==> config.mk <==
export PLATFORM = sky130hd
export DESIGN_NAME = adcseq_device_flat
export DESIGN_NICKNAME = d
export VERILOG_FILES = /design/src/adcseq_pkg.sv /design/src/adcseq_if.sv /design/src/adcseq_device.sv /design/src/flat_wrapper.sv
export SDC_FILE = /design/constraint.sdc
export NUM_CORES = 1
export LEC_CHECK = 0
export BUFFER_PORTS_ARGS = -buffer_cell sky130_fd_sc_hd__clkbuf_2
export CAP_MARGIN = 20
export CORE_MARGIN = 1
export CORE_UTILIZATION = 45
export CTS_BUF_LIST = sky130_fd_sc_hd__clkbuf_16
export CTS_CLUSTER_SIZE = 24
export DETAILED_ROUTE_END_ITERATION = 12
export REMOVE_ABC_BUFFERS = 1
export SYNTH_ARGS = -nofsm -noshare
export SYNTH_HDL_FRONTEND = slang
export SYNTH_SLANG_ARGS = --single-unit
export TNS_END_PERCENT = 5
==> constraint.sdc <==
create_clock -name ref_clk_i -period 4.7 [get_ports ref_clk_i]
set_input_delay 0.94 -clock ref_clk_i [delete_from_list [all_inputs] [get_ports ref_clk_i]]
set_output_delay 0.94 -clock ref_clk_i [all_outputs]
set_load 0.01 [all_outputs]
==> src/adcseq_pkg.sv <==
`default_nettype none
package adcseq_pkg;
   // ---------------------------------------------------------------
   // Control byte layout
   // ---------------------------------------------------------------
   localparam int PD_HI_POS    = 7;
   localparam int PD_LO_POS    = 6;
   localparam int ACQ_MODE_POS = 5;
   localparam int IN_CFG_POS   = 4;
   localparam int POL_POS      = 3;
   localparam int CH_HI_POS    = 2;
   localparam int CH_LO_POS    = 0;

   // ---------------------------------------------------------------
   // Power-down field codes and reset values
   // ---------------------------------------------------------------
   localparam logic [1:0] PD_FULL      = 2'h0;
   localparam logic [1:0] PD_STANDBY   = 2'h1;
   localparam logic [1:0] PD_NORM_INT  = 2'h2;
   localparam logic [1:0] PD_NORM_EXT  = 2'h3;
   localparam logic       CLK_EXT_RST  = 1'h1;
   localparam logic [7:0] CTRL_RST     = 8'hC0;

   // ---------------------------------------------------------------
   // Timing counts
   // ---------------------------------------------------------------
   localparam int CONV_CYCLES     = 13;
   localparam int ACQ_FALL_EDGES  = 4;
   localparam int ACQ_TIME_NS     = 1000;
   localparam int REF_PERIOD_NS   = 10;
   localparam int ACQ_INT_CYCLES  = ACQ_TIME_NS / REF_PERIOD_NS;
   localparam int INT_CLK_DIV     = 14;
   localparam int RESULT_BITS     = 12;

   // ---------------------------------------------------------------
   // Sequencer states
   // ---------------------------------------------------------------
   typedef enum logic [1:0] {
      ADCSEQ_IDLE   = 2'b00,
      ADCSEQ_ACQ    = 2'b01,
      ADCSEQ_ACQEXT = 2'b10,
      ADCSEQ_CONV   = 2'b11
   } adcseq_state_t;
endpackage
`default_nettype wire

==> src/adcseq_if.sv <==
`timescale 1ns/10ps
`default_nettype none
interface adcseq_if;
   logic       cs_b;
   logic       wr_b;
   logic       rd_b;
   logic       high_byte_select;
   logic       conv_clk;
   logic [7:0] data_host;
   logic       data_host_oe;
   logic [7:0] data_dev;
   logic       data_dev_oe;
   logic       done_b;
   logic       done_oe;

   modport device (
      input  cs_b, wr_b, rd_b, high_byte_select, conv_clk, data_host, data_host_oe,
      output data_dev, data_dev_oe, done_b, done_oe
   );
   modport host (
      output cs_b, wr_b, rd_b, high_byte_select, conv_clk, data_host, data_host_oe,
      input  data_dev, data_dev_oe, done_b, done_oe
   );
endinterface
`default_nettype wire

==> src/adcseq_device.sv <==
//Contract
// - Write rising edge starts tracking.
// - External mode: next write edge holds.
// - Internal mode: hold on fourth falling edge.
// - Conversion lasts thirteen clock cycles.
// - New write aborts conversion, restarts acquisition.
// - Mode bit zero selects internal acquisition.
// - Internal acquisition end starts conversion.
// - Mode bit one: acquire until next write.
// - Second write, mode zero, starts conversion.
// - Host keeps channel bits across both writes.
// - Second write may change power-down field.
// - Host changes no other bits between writes.
// - Host starts conversion with gated write.
// - Single-ended: channel to plus, return minus.
// - Pseudo-differential: pair selects both inputs.
// - Successive approximation gives twelve-bit result.
// - Result read as low eight, high four.
// - Power-down field codes clock and power.
// - Bit layout: mode, config, polarity, channel.
// - Done flag low on result, cleared.
// - External clock mode after reset.
`timescale 1ns/10ps
`default_nettype none
module adcseq_device #(
   parameter int CONV_CYCLES = adcseq_pkg::CONV_CYCLES
) (
   input  wire logic        ref_clk_i,
   input  wire logic        rst_b_i,
   adcseq_if.device         bus,
   input  wire logic [11:0] comp_sample_i,
   output logic             track_o,
   output logic [2:0]       pos_channel_o,
   output logic [3:0]       neg_channel_o,
   output logic             polarity_o,
   output logic [1:0]       power_mode_o,
   output logic             ext_clk_mode_o
);
   // ---------------------------------------------------------------
   // Pin synchronisers
   // ---------------------------------------------------------------
   logic [1:0] cs_s_q, hb_s_q;
   logic [2:0] wr_s_q, rd_s_q, ck_s_q;
   logic [7:0] dh_s1_q, dh_s2_q;

   always_ff @(posedge ref_clk_i or negedge rst_b_i)
   begin
      if (!rst_b_i)
      begin
         cs_s_q  <= 2'h3;
         wr_s_q  <= 3'h7;
         rd_s_q  <= 3'h7;
         hb_s_q  <= 2'h0;
         ck_s_q  <= 3'h0;
         dh_s1_q <= 8'h00;
         dh_s2_q <= 8'h00;
      end
      else
      begin
         cs_s_q  <= {cs_s_q[0], bus.cs_b};
         wr_s_q  <= {wr_s_q[1:0], bus.wr_b};
         rd_s_q  <= {rd_s_q[1:0], bus.rd_b};
         hb_s_q  <= {hb_s_q[0], bus.high_byte_select};
         ck_s_q  <= {ck_s_q[1:0], bus.conv_clk};
         dh_s1_q <= bus.data_host;
         dh_s2_q <= dh_s1_q;
      end
   end

   // Data is taken from the same stage as the strobe's first high sample; the host holds it stable.
   logic write_ev;
   logic read_ev;
   assign write_ev = wr_s_q[1] && !wr_s_q[2] && !cs_s_q[1];
   assign read_ev  = !rd_s_q[1] && rd_s_q[2] && !cs_s_q[1];

   // ---------------------------------------------------------------
   // Conversion clock: external pin or internal divider
   // ---------------------------------------------------------------
   logic [3:0] div_q;
   logic       int_tick;
   logic       fall_ev;
   logic       rise_ev;

   always_ff @(posedge ref_clk_i or negedge rst_b_i)
   begin
      if (!rst_b_i)
         div_q <= 4'h0;
      else if (div_q == 4'(adcseq_pkg::INT_CLK_DIV - 1))
         div_q <= 4'h0;
      else
         div_q <= div_q + 4'h1;
   end
   assign int_tick = (div_q == 4'h0);
   assign fall_ev  = ext_clk_mode_o ? (!ck_s_q[1] && ck_s_q[2]) : int_tick;
   assign rise_ev  = ext_clk_mode_o ? (ck_s_q[1] && !ck_s_q[2]) : int_tick;

   // ---------------------------------------------------------------
   // Control byte fields
   // ---------------------------------------------------------------
   logic [1:0] pd_w;
   logic       acq_w;
   assign pd_w  = dh_s2_q[adcseq_pkg::PD_HI_POS:adcseq_pkg::PD_LO_POS];
   assign acq_w = dh_s2_q[adcseq_pkg::ACQ_MODE_POS];

   // Clock mode is kept when a power-down code is written.
   always_ff @(posedge ref_clk_i or negedge rst_b_i)
   begin
      if (!rst_b_i)
      begin
         ext_clk_mode_o <= adcseq_pkg::CLK_EXT_RST;
         power_mode_o   <= adcseq_pkg::CTRL_RST[7:6];
      end
      else if (write_ev)
      begin
         power_mode_o <= pd_w;
         if (pd_w == adcseq_pkg::PD_NORM_INT)
            ext_clk_mode_o <= 1'h0;
         else if (pd_w == adcseq_pkg::PD_NORM_EXT)
            ext_clk_mode_o <= 1'h1;
      end
   end

   // ---------------------------------------------------------------
   // Sequencer
   // ---------------------------------------------------------------
   adcseq_pkg::adcseq_state_t st_q;
   logic [6:0] cnt_q;
   logic [3:0] bit_q;
   logic       cfg_ld;
   // A second write of an external acquisition keeps the latched selection.
   assign cfg_ld = write_ev && (st_q != adcseq_pkg::ADCSEQ_ACQEXT);

   always_ff @(posedge ref_clk_i or negedge rst_b_i)
   begin
      if (!rst_b_i)
      begin
         st_q  <= adcseq_pkg::ADCSEQ_IDLE;
         cnt_q <= 7'h00;
      end
      else if (write_ev)
      begin
         cnt_q <= 7'h00;
         if (st_q == adcseq_pkg::ADCSEQ_ACQEXT && !acq_w)
            st_q <= adcseq_pkg::ADCSEQ_CONV;
         else if (acq_w)
            st_q <= adcseq_pkg::ADCSEQ_ACQEXT;
         else
            st_q <= adcseq_pkg::ADCSEQ_ACQ;
      end
      else
      begin
         case (st_q)
            adcseq_pkg::ADCSEQ_ACQ:
            begin
               if (fall_ev)
               begin
                  if (cnt_q == 7'(adcseq_pkg::ACQ_FALL_EDGES - 1))
                  begin
                     st_q  <= adcseq_pkg::ADCSEQ_CONV;
                     cnt_q <= 7'h00;
                  end
                  else
                     cnt_q <= cnt_q + 7'h01;
               end
            end
            adcseq_pkg::ADCSEQ_CONV:
            begin
               if (rise_ev)
               begin
                  if (cnt_q == 7'(CONV_CYCLES - 1))
                     st_q <= adcseq_pkg::ADCSEQ_IDLE;
                  cnt_q <= cnt_q + 7'h01;
               end
            end
            default: ;
         endcase
      end
   end

   // Track/hold follows the state.
   always_ff @(posedge ref_clk_i or negedge rst_b_i)
   begin
      if (!rst_b_i)
         track_o <= 1'h0;
      else if (write_ev && !(st_q == adcseq_pkg::ADCSEQ_ACQEXT && !acq_w))
         track_o <= 1'h1;
      else if (st_q == adcseq_pkg::ADCSEQ_CONV || st_q == adcseq_pkg::ADCSEQ_IDLE)
         track_o <= 1'h0;
   end

   // ---------------------------------------------------------------
   // Multiplexer routing
   // ---------------------------------------------------------------
   always_ff @(posedge ref_clk_i or negedge rst_b_i)
   begin
      if (!rst_b_i)
      begin
         pos_channel_o <= 3'h0;
         neg_channel_o <= 4'h8;
         polarity_o    <= 1'h1;
      end
      else if (cfg_ld)
      begin
         polarity_o    <= dh_s2_q[adcseq_pkg::POL_POS];
         pos_channel_o <= dh_s2_q[adcseq_pkg::CH_HI_POS:adcseq_pkg::CH_LO_POS];
         if (dh_s2_q[adcseq_pkg::IN_CFG_POS])
            neg_channel_o <= 4'h8;
         else
            neg_channel_o <= {1'h0, dh_s2_q[2:1], ~dh_s2_q[0]};
      end
   end

   // ---------------------------------------------------------------
   // Successive approximation and result
   // ---------------------------------------------------------------
   logic [11:0] trial_q, result_q;
   always_ff @(posedge ref_clk_i or negedge rst_b_i)
   begin
      if (!rst_b_i)
      begin
         trial_q  <= 12'h000;
         result_q <= 12'h000;
         bit_q    <= 4'hB;
      end
      else if (st_q != adcseq_pkg::ADCSEQ_CONV)
      begin
         trial_q <= 12'h000;
         bit_q   <= 4'hB;
      end
      else if (rise_ev && cnt_q >= 7'h01 && cnt_q <= 7'(adcseq_pkg::RESULT_BITS))
      begin
         if (comp_sample_i[bit_q])
            trial_q[bit_q] <= 1'h1;
         if (bit_q == 4'h0)
            result_q <= trial_q | {11'h000, comp_sample_i[0]};
         else
            bit_q <= bit_q - 4'h1;
      end
   end

   // ---------------------------------------------------------------
   // Completion flag and read-back
   // ---------------------------------------------------------------
   logic conv_end;
   assign conv_end = st_q == adcseq_pkg::ADCSEQ_CONV && rise_ev
                     && cnt_q == 7'(CONV_CYCLES - 1) && !write_ev;
   always_ff @(posedge ref_clk_i or negedge rst_b_i)
   begin
      if (!rst_b_i)
         bus.done_b <= 1'h1;
      else if (conv_end)
         bus.done_b <= 1'h0;
      else if (read_ev || write_ev)
         bus.done_b <= 1'h1;
   end
   always_ff @(posedge ref_clk_i or negedge rst_b_i)
   begin
      if (!rst_b_i)
      begin
         bus.data_dev    <= 8'h00;
         bus.data_dev_oe <= 1'h0;
         bus.done_oe     <= 1'h0;
      end
      else
      begin
         bus.done_oe     <= !cs_s_q[1];
         bus.data_dev_oe <= !cs_s_q[1] && !rd_s_q[1];
         bus.data_dev    <= hb_s_q[1] ? {4'h0, result_q[11:8]} : result_q[7:0];
      end
   end
endmodule // adcseq_device
`default_nettype wire

==> src/flat_wrapper.sv <==
// flat-port wrapper written by rule: the top's interface ports become plain ports
module adcseq_device_flat 
#(
   parameter int CONV_CYCLES = adcseq_pkg::CONV_CYCLES
)
  (ref_clk_i, rst_b_i, comp_sample_i, track_o, pos_channel_o, neg_channel_o, polarity_o, power_mode_o, ext_clk_mode_o, bus_cs_b, bus_wr_b, bus_rd_b, bus_high_byte_select, bus_conv_clk, bus_data_host, bus_data_host_oe, bus_data_dev, bus_data_dev_oe, bus_done_b, bus_done_oe);
  adcseq_if bus_i ();
  input  wire logic ref_clk_i;
  input  wire logic rst_b_i;
  input  wire logic [11:0] comp_sample_i;
  output logic track_o;
  output logic [2:0] pos_channel_o;
  output logic [3:0] neg_channel_o;
  output logic polarity_o;
  output logic [1:0] power_mode_o;
  output logic ext_clk_mode_o;
  input wire logic [$bits(bus_i.cs_b)-1:0] bus_cs_b;
  input wire logic [$bits(bus_i.wr_b)-1:0] bus_wr_b;
  input wire logic [$bits(bus_i.rd_b)-1:0] bus_rd_b;
  input wire logic [$bits(bus_i.high_byte_select)-1:0] bus_high_byte_select;
  input wire logic [$bits(bus_i.conv_clk)-1:0] bus_conv_clk;
  input wire logic [$bits(bus_i.data_host)-1:0] bus_data_host;
  input wire logic [$bits(bus_i.data_host_oe)-1:0] bus_data_host_oe;
  output wire logic [$bits(bus_i.data_dev)-1:0] bus_data_dev;
  output wire logic [$bits(bus_i.data_dev_oe)-1:0] bus_data_dev_oe;
  output wire logic [$bits(bus_i.done_b)-1:0] bus_done_b;
  output wire logic [$bits(bus_i.done_oe)-1:0] bus_done_oe;
  assign bus_i.cs_b = bus_cs_b;
  assign bus_i.wr_b = bus_wr_b;
  assign bus_i.rd_b = bus_rd_b;
  assign bus_i.high_byte_select = bus_high_byte_select;
  assign bus_i.conv_clk = bus_conv_clk;
  assign bus_i.data_host = bus_data_host;
  assign bus_i.data_host_oe = bus_data_host_oe;
  assign bus_data_dev = bus_i.data_dev;
  assign bus_data_dev_oe = bus_i.data_dev_oe;
  assign bus_done_b = bus_i.done_b;
  assign bus_done_oe = bus_i.done_oe;
  adcseq_device #(.CONV_CYCLES(CONV_CYCLES)) u_core (.ref_clk_i(ref_clk_i), .rst_b_i(rst_b_i), .bus(bus_i), .comp_sample_i(comp_sample_i), .track_o(track_o), .pos_channel_o(pos_channel_o), .neg_channel_o(neg_channel_o), .polarity_o(polarity_o), .power_mode_o(power_mode_o), .ext_clk_mode_o(ext_clk_mode_o));
endmodule
## Word-level counts from Yosys, hierarchy flattened

Index checks and enable logic that the tools add are counted.

| storage, ports and cells | value |
|---|---|
| register bits after elaboration | 93 |
| bits of input ports | 28 |
| logic and storage cells | 124 |

| operators by class | value |
|---|---|
| add/sub/neg operators | 3 |
| $lt $le $gt $ge | 4 |
| equal/unequal tests | 15 |
| multiplexer cells | 34 |
| bitwise logic cells | 4 |
| reduce and logical (&&, ||, !) cells | 41 |

Operator list:

| operator | number |
|---|---|
| $mux W12 | 3 |
| $mux W7 | 4 |
| $mux W4 | 5 |
| $logic_and A1 B1 Y1 | 16 |
| $mux W2 | 7 |
| $pmux W7 S2 | 1 |
| $or A12 B1 Y12 | 1 |
| $or A12 B12 Y12 | 1 |
| $mux W1 | 10 |
| $reduce_bool A2 Y1 | 5 |
| $ne A3 B1 Y1 const B | 3 |
| $eq A2 B2 Y1 const B | 4 |
| $logic_not A1 Y1 | 8 |
| $logic_not A4 Y1 | 2 |
| $mux W8 | 1 |
| $add A7 B1 Y7 const B | 1 |
| $eq A7 B2 Y1 const B | 1 |
| $eq A7 B4 Y1 const B | 1 |
| $ge A7 B1 Y1 const B | 1 |
| $le A7 B4 Y1 const B | 1 |
| $reduce_and A2 Y1 | 3 |
| $reduce_and A3 Y1 | 2 |
| $lt A4 B5 Y1 const B | 1 |
| $reduce_and A5 Y1 | 1 |
| other kinds (15) | 18 |

## Logic depth before layout (Yosys ltp)

| depth | value |
|---|---|
| depth after elaboration | 8 |
| mapped depth | 8 |

## Least setup slack after synthesis

No wires, ideal clock.

| timing path | value |
|---|---|
| kind | flip-flop to flip-flop |
| from | register u_core.cnt_q[0] |
| to | register u_core.result_q[10] |
| arrival time | 1.919 ns |
| data required time | 4.575 ns |
| path slack | 2.656 ns |
| stages on the path, launching flop included | 7 |
| path buffers | 1 |
| period minus slack after synthesis | 2.044 ns |
| cells stage by stage | dfrtp_1 > ha_1 > or4_4 > o221ai_4 > nor3_4 > buf_6 > mux2_2 |

| on the way | value |
|---|---|
| longest elaborated chain between the ends | 4 |
| elaborated cells on any way between the ends | 5 |

RTL lines:

| what | line | RTL |
|---|---|---|
| start, declared | adcseq_device.sv:127 | `logic [6:0] cnt_q;` |
| start signal, assigned | adcseq_device.sv:163 | `cnt_q <= cnt_q + 7'h01;` |
| start signal, assigned | adcseq_device.sv:172 | `cnt_q <= cnt_q + 7'h01;` |
| $ge A7 B1 Y1 | adcseq_device.sv:230 | `else if (rise_ev && cnt_q >= 7'h01 && cnt_q <= 7'(adcseq_pkg::RESULT_BITS))` |
| $logic_and A1 B1 Y1 | adcseq_device.sv:230 |  |
| $logic_and A1 B1 Y1 (*) | adcseq_device.sv:230 |  |
| $reduce_and A3 Y1 (no line) (*) | - |  |
| end signal, assigned | adcseq_device.sv:235 | `result_q <= trial_q \| {11'h000, comp_sample_i[0]};` |
| end, declared | adcseq_device.sv:216 | `logic [11:0] trial_q, result_q;` |

Every way passes the cells marked *; elsewhere a longest branch is shown, timed or not.
A chain may end at the register's enable or synchronous reset.

## Worst setup path in the final report

| timing path | value |
|---|---|
| from | register u_core.cnt_q[4] |
| to | register u_core.result_q[7] |

The elaborated chain is that of the path after synthesis.

==> impl_metrics.py <==
metrics = {
    "outcome": {
        "status": "completed",
    },
    "floorplan": {
        "die_w_um": 93.03,
        "start_util_pct": 47.27,
        "core_area_um2": 7888,
        "fp.dieArea_um2": 8654,
        "die-height_um": 93.03,
        "rows": 32,
        "pin_count": 51,
    },
    "cts": {
        "cts-resized-gates": 0,
        "cts_hold_buffers": 0,
        "tritoncts": "yes",
        "cts_inserted_buffers": 9,
        "htreeDepth": 3,
        "postCtsSetupBuffers": 0,
        "clk_latency_ns": 0.34,
        "cts_root_buf": "clkbuf_16",
        "clkSinkCount": 93,
        "ctsLongestPathBuffers": 2,
        "clk_pin_slew_worst_paths_ns": 0.07,
    },
    "global_route": {
        "grt_usage_pct": 17.07,
        "grt_max_degree": 67,
        "grt_pass1_vias": 2331,
        "grt_pass1_wl_um": 11190,
        "grt_overflow_total": 0,
        "antenna_found_initial": 0,
    },
    "setup_path": {
        "cp_cell_sequence": "nor3_1 > o221ai_4 > nor3_4 > mux2_2",
        "crit_fanout": 13,
        "critPathTopFamily": "simple AND/OR/NAND/NOR gates",
        "worstPathArrival_ns": 2.45,
        "worstPathRequired_ns": 4.92,
        "critPathBufInv": 0,
        "crit_path_end_kind": "register",
        "crit_slowest_cell": "nor3_4",
        "worstSetupPathType": "register to register",
        "start_kind": "register",
        "slowest_delay_ns": 0.57,
    },
    "drt": {
        "drt_iter0_drc": 81,
        "totalWireLength_um": 6378,
        "drtPass1Iterations": 4,
        "drtAntennaViolNets": 0,
        "drt-wirelength-per-cell_um": 13.72,
        "num_vias": 2380,
        "post-route-drc-count": 0,
        "vias_per_cell": 5.118,
    },
    "run": {
        "cap_violations": 0,
    },
    "timing": {
        "relSlewSlack_pct": 44.58,
        "timing.final.ws_setup_ns": 2.473,
        "setup_violations": 0,
        "period_needed_ns": 2.227,
        "final.setup_skew_ns": 0.009086,
        "final.period_utilization_pct": 47.39,
        "worst_pin_slew_ns": 0.8313,
        "fmax_ghz": 0.4490,
        "fin_tns_setup_ns": 0,
        "final_hold_viol_count": 0,
        "slew_violations": 0,
        "rsz0062_at_grt": "false",
    },
    "logic_synthesis": {
        "ys_ff_latch": 93,
        "ys.flop_type": "dfrtp_1",
        "avgSynthCellArea_um2": 12.31,
        "synth.top_cell.area_share_pct": 51.01,
        "yosys.area.top_type": "dfrtp_1",
        "synthTopCellsByArea": "dfrtp_1 51%, dfstp_2 12%, nand2_1 4.9%",
        "yosysMostFrequentCell": "dfrtp_1",
        "ys_seq_area_share_pct": 62.99,
        "synth_edf_count": 0,
        "async_flop_share_pct": 100.0,
        "synthCells": 303,
        "synth_cell_type_count": 43,
        "synth.top_cells.by_count": "76 x dfrtp_1, 49 x nand2_1, 17 x dfstp_2",
        "yosysWarnings": 0,
        "synthesis.area_um2": 3729,
    },
    "layout": {
        "nNetsFinal": 396,
        "num_antenna_cells": 0,
        "syn_to_final_growth_pct": 17.38,
        "design_area_um2": 4377,
        "drive_gt1_share_pct": 30.58,
    },
    "hold_path": {
        "hp-class": "register to register",
    },
    "placement": {
        "io_buffers": 49,
        "post-place-ws_ns": 2.428,
        "place.gp.congestion": 0.7384,
        "place_area_um2": 4080,
        "hpwl_um": 4293,
    },
    "power": {
        "clockPowerShare_pct": 38.7,
        "p_seq_share_pct": 48.6,
        "swShare_pct": 25.91,
        "p_int_uw": 1378,
        "p_switching_uw": 481.9,
        "p_leak_uw": 0.002068,
        "peakVddDrop_uv": 219.5,
        "comb_power_share_pct": 12.7,
        "power_density_nw_per_um2": 425.0,
    },
}
==> power by group through the flow <==
stage / clock [µW] / sequential [µW] / combinational (µW)
after global routing: 769 / 914 / 270
after CTS: 737 / 905 / 243
after global placement: 0 / 917 / 236
after detailed placement: 0 / 919 / 241
after floorplan: 0 / 921 / 147
final: 719 / 904 / 237
==> state kept, by name, summed over array words and instances, names as in the netlist, 3 cells and up <==
| name | flops |
|---|---|
| u_core.rd_s_q | 3 |
| u_core.result_q | 12 |
| u_core.cnt_q | 7 |
| u_core.bus.data_dev | 8 |
| u_core.bit_q | 4 |
| u_core.pos_channel_o | 3 |
| u_core.wr_s_q | 3 |
| u_core.div_q | 4 |
| u_core.trial_q | 12 |
| u_core.dh_s1_q | 8 |
| u_core.dh_s2_q | 8 |
| u_core.ck_s_q | 3 |
| u_core.neg_channel_o | 4 |
==> area by class of cell <==
| cell class | instances | area [µm²] |
|---|---|---|
| Tap cell | 102 | 127.6 |
| Clock buffer | 9 | 225.2 |
| Fill cell | 699 | 3511 |
| Sequential cell | 93 | 2349 |
| Inverter | 11 | 41.29 |
| Multi-Input combinational cell | 191 | 1292 |
| Clock inverter | 7 | 71.32 |
| Timing Repair Buffer | 52 | 270.3 |
==> cells in the final DEF (no fill, tap or decap), types with 4 or more instances in the layout <==
cell	n
clkbuf_2	48
mux2_2	16
inv_1	11
nand2_1	49
nor2_1	13
nand3_1	12
a21oi_1	8
buf_4	4
dfrtp_1	76
ha_1	10
o22ai_1	5
nand2b_1	5
nor3_1	4
clkbuf_16	9
o21ai_0	15
dfstp_2	17
o31ai_1	4
nor2b_1	13
==> routing by layer <==
metal	vias to the layer above	routed length (µm)	GRT usage, %
li1	1151	-	-
met3	10	167	3.415
met2	34	3005	25.98
met4	0	143	8.846
met5	-	0	0
met1	1185	3061	23.22
==> final timing paths <==
check                                            startpoint  slack, ns                                   to  cells past startpoint
worst min register to register  u_core.dh_s1_q[4]$_DFF_PN0_       0.35          u_core.dh_s2_q[4]$_DFF_PN0_                      0
worst max register to register  u_core.cnt_q[4]$_DFFE_PN0P_       2.47       u_core.result_q[7]$_DFFE_PN0P_                      4
max in group asynchronous                           rst_b_i       3.10    u_core.ext_clk_mode_o$_DFFE_PN1P_                      2
min in group asynchronous                           rst_b_i       0.68  u_core.neg_channel_o[0]$_DFFE_PN0P_                      1
worst max-delay path            u_core.cnt_q[4]$_DFFE_PN0P_       2.47       u_core.result_q[7]$_DFFE_PN0P_                      4
worst min-delay path            u_core.dh_s1_q[4]$_DFF_PN0_       0.35          u_core.dh_s2_q[4]$_DFF_PN0_                      0
==> logic make-up (layout without fill, tap and decap cells) <==
| logic type | after synthesis | after routing | share of synthesized area [%] |
|---|---|---|---|
| xor gates and xnor gates | 1 | 1 | 0.2349 |
| and+or+nand+nor | 112 | 112 | 14.90 |
| adders and majority gates | 10 | 10 | 3.356 |
| DFF | 93 | 93 | 62.99 |
| AOI/OAI and AO/OA | 46 | 46 | 8.725 |
| muxes | 22 | 22 | 7.449 |
| buffers and inverters | 19 | 79 | 2.349 |
==> worst register-to-register path, stage by stage, from the launching register on <==
cell	delay [ns]
dfrtp_1	0.41
nor3_1	0.49
o221ai_4	0.24
nor3_4	0.57
mux2_2	0.40
==> per-stage QoR <==
| step | power, µW | utilization, % | instances | hold slack [ns] |
|---|---|---|---|---|
| 2_1_floorplan | 1068 | - | 295 | 0.3312 |
| 3_3_place_gp | 1153 | 51.73 | 449 | 0.3320 |
| 3_5_place_dp | 1161 | 51.73 | 449 | 0.3356 |
| 4_1_cts | 1884 | 55.49 | 465 | 0.3504 |
| 5_1_grt | 1953 | 55.49 | 465 | 0.3614 |
| 6_report | 1860 | 55.49 | 465 | 0.3452 |
(Power assumes the default switching activity.)
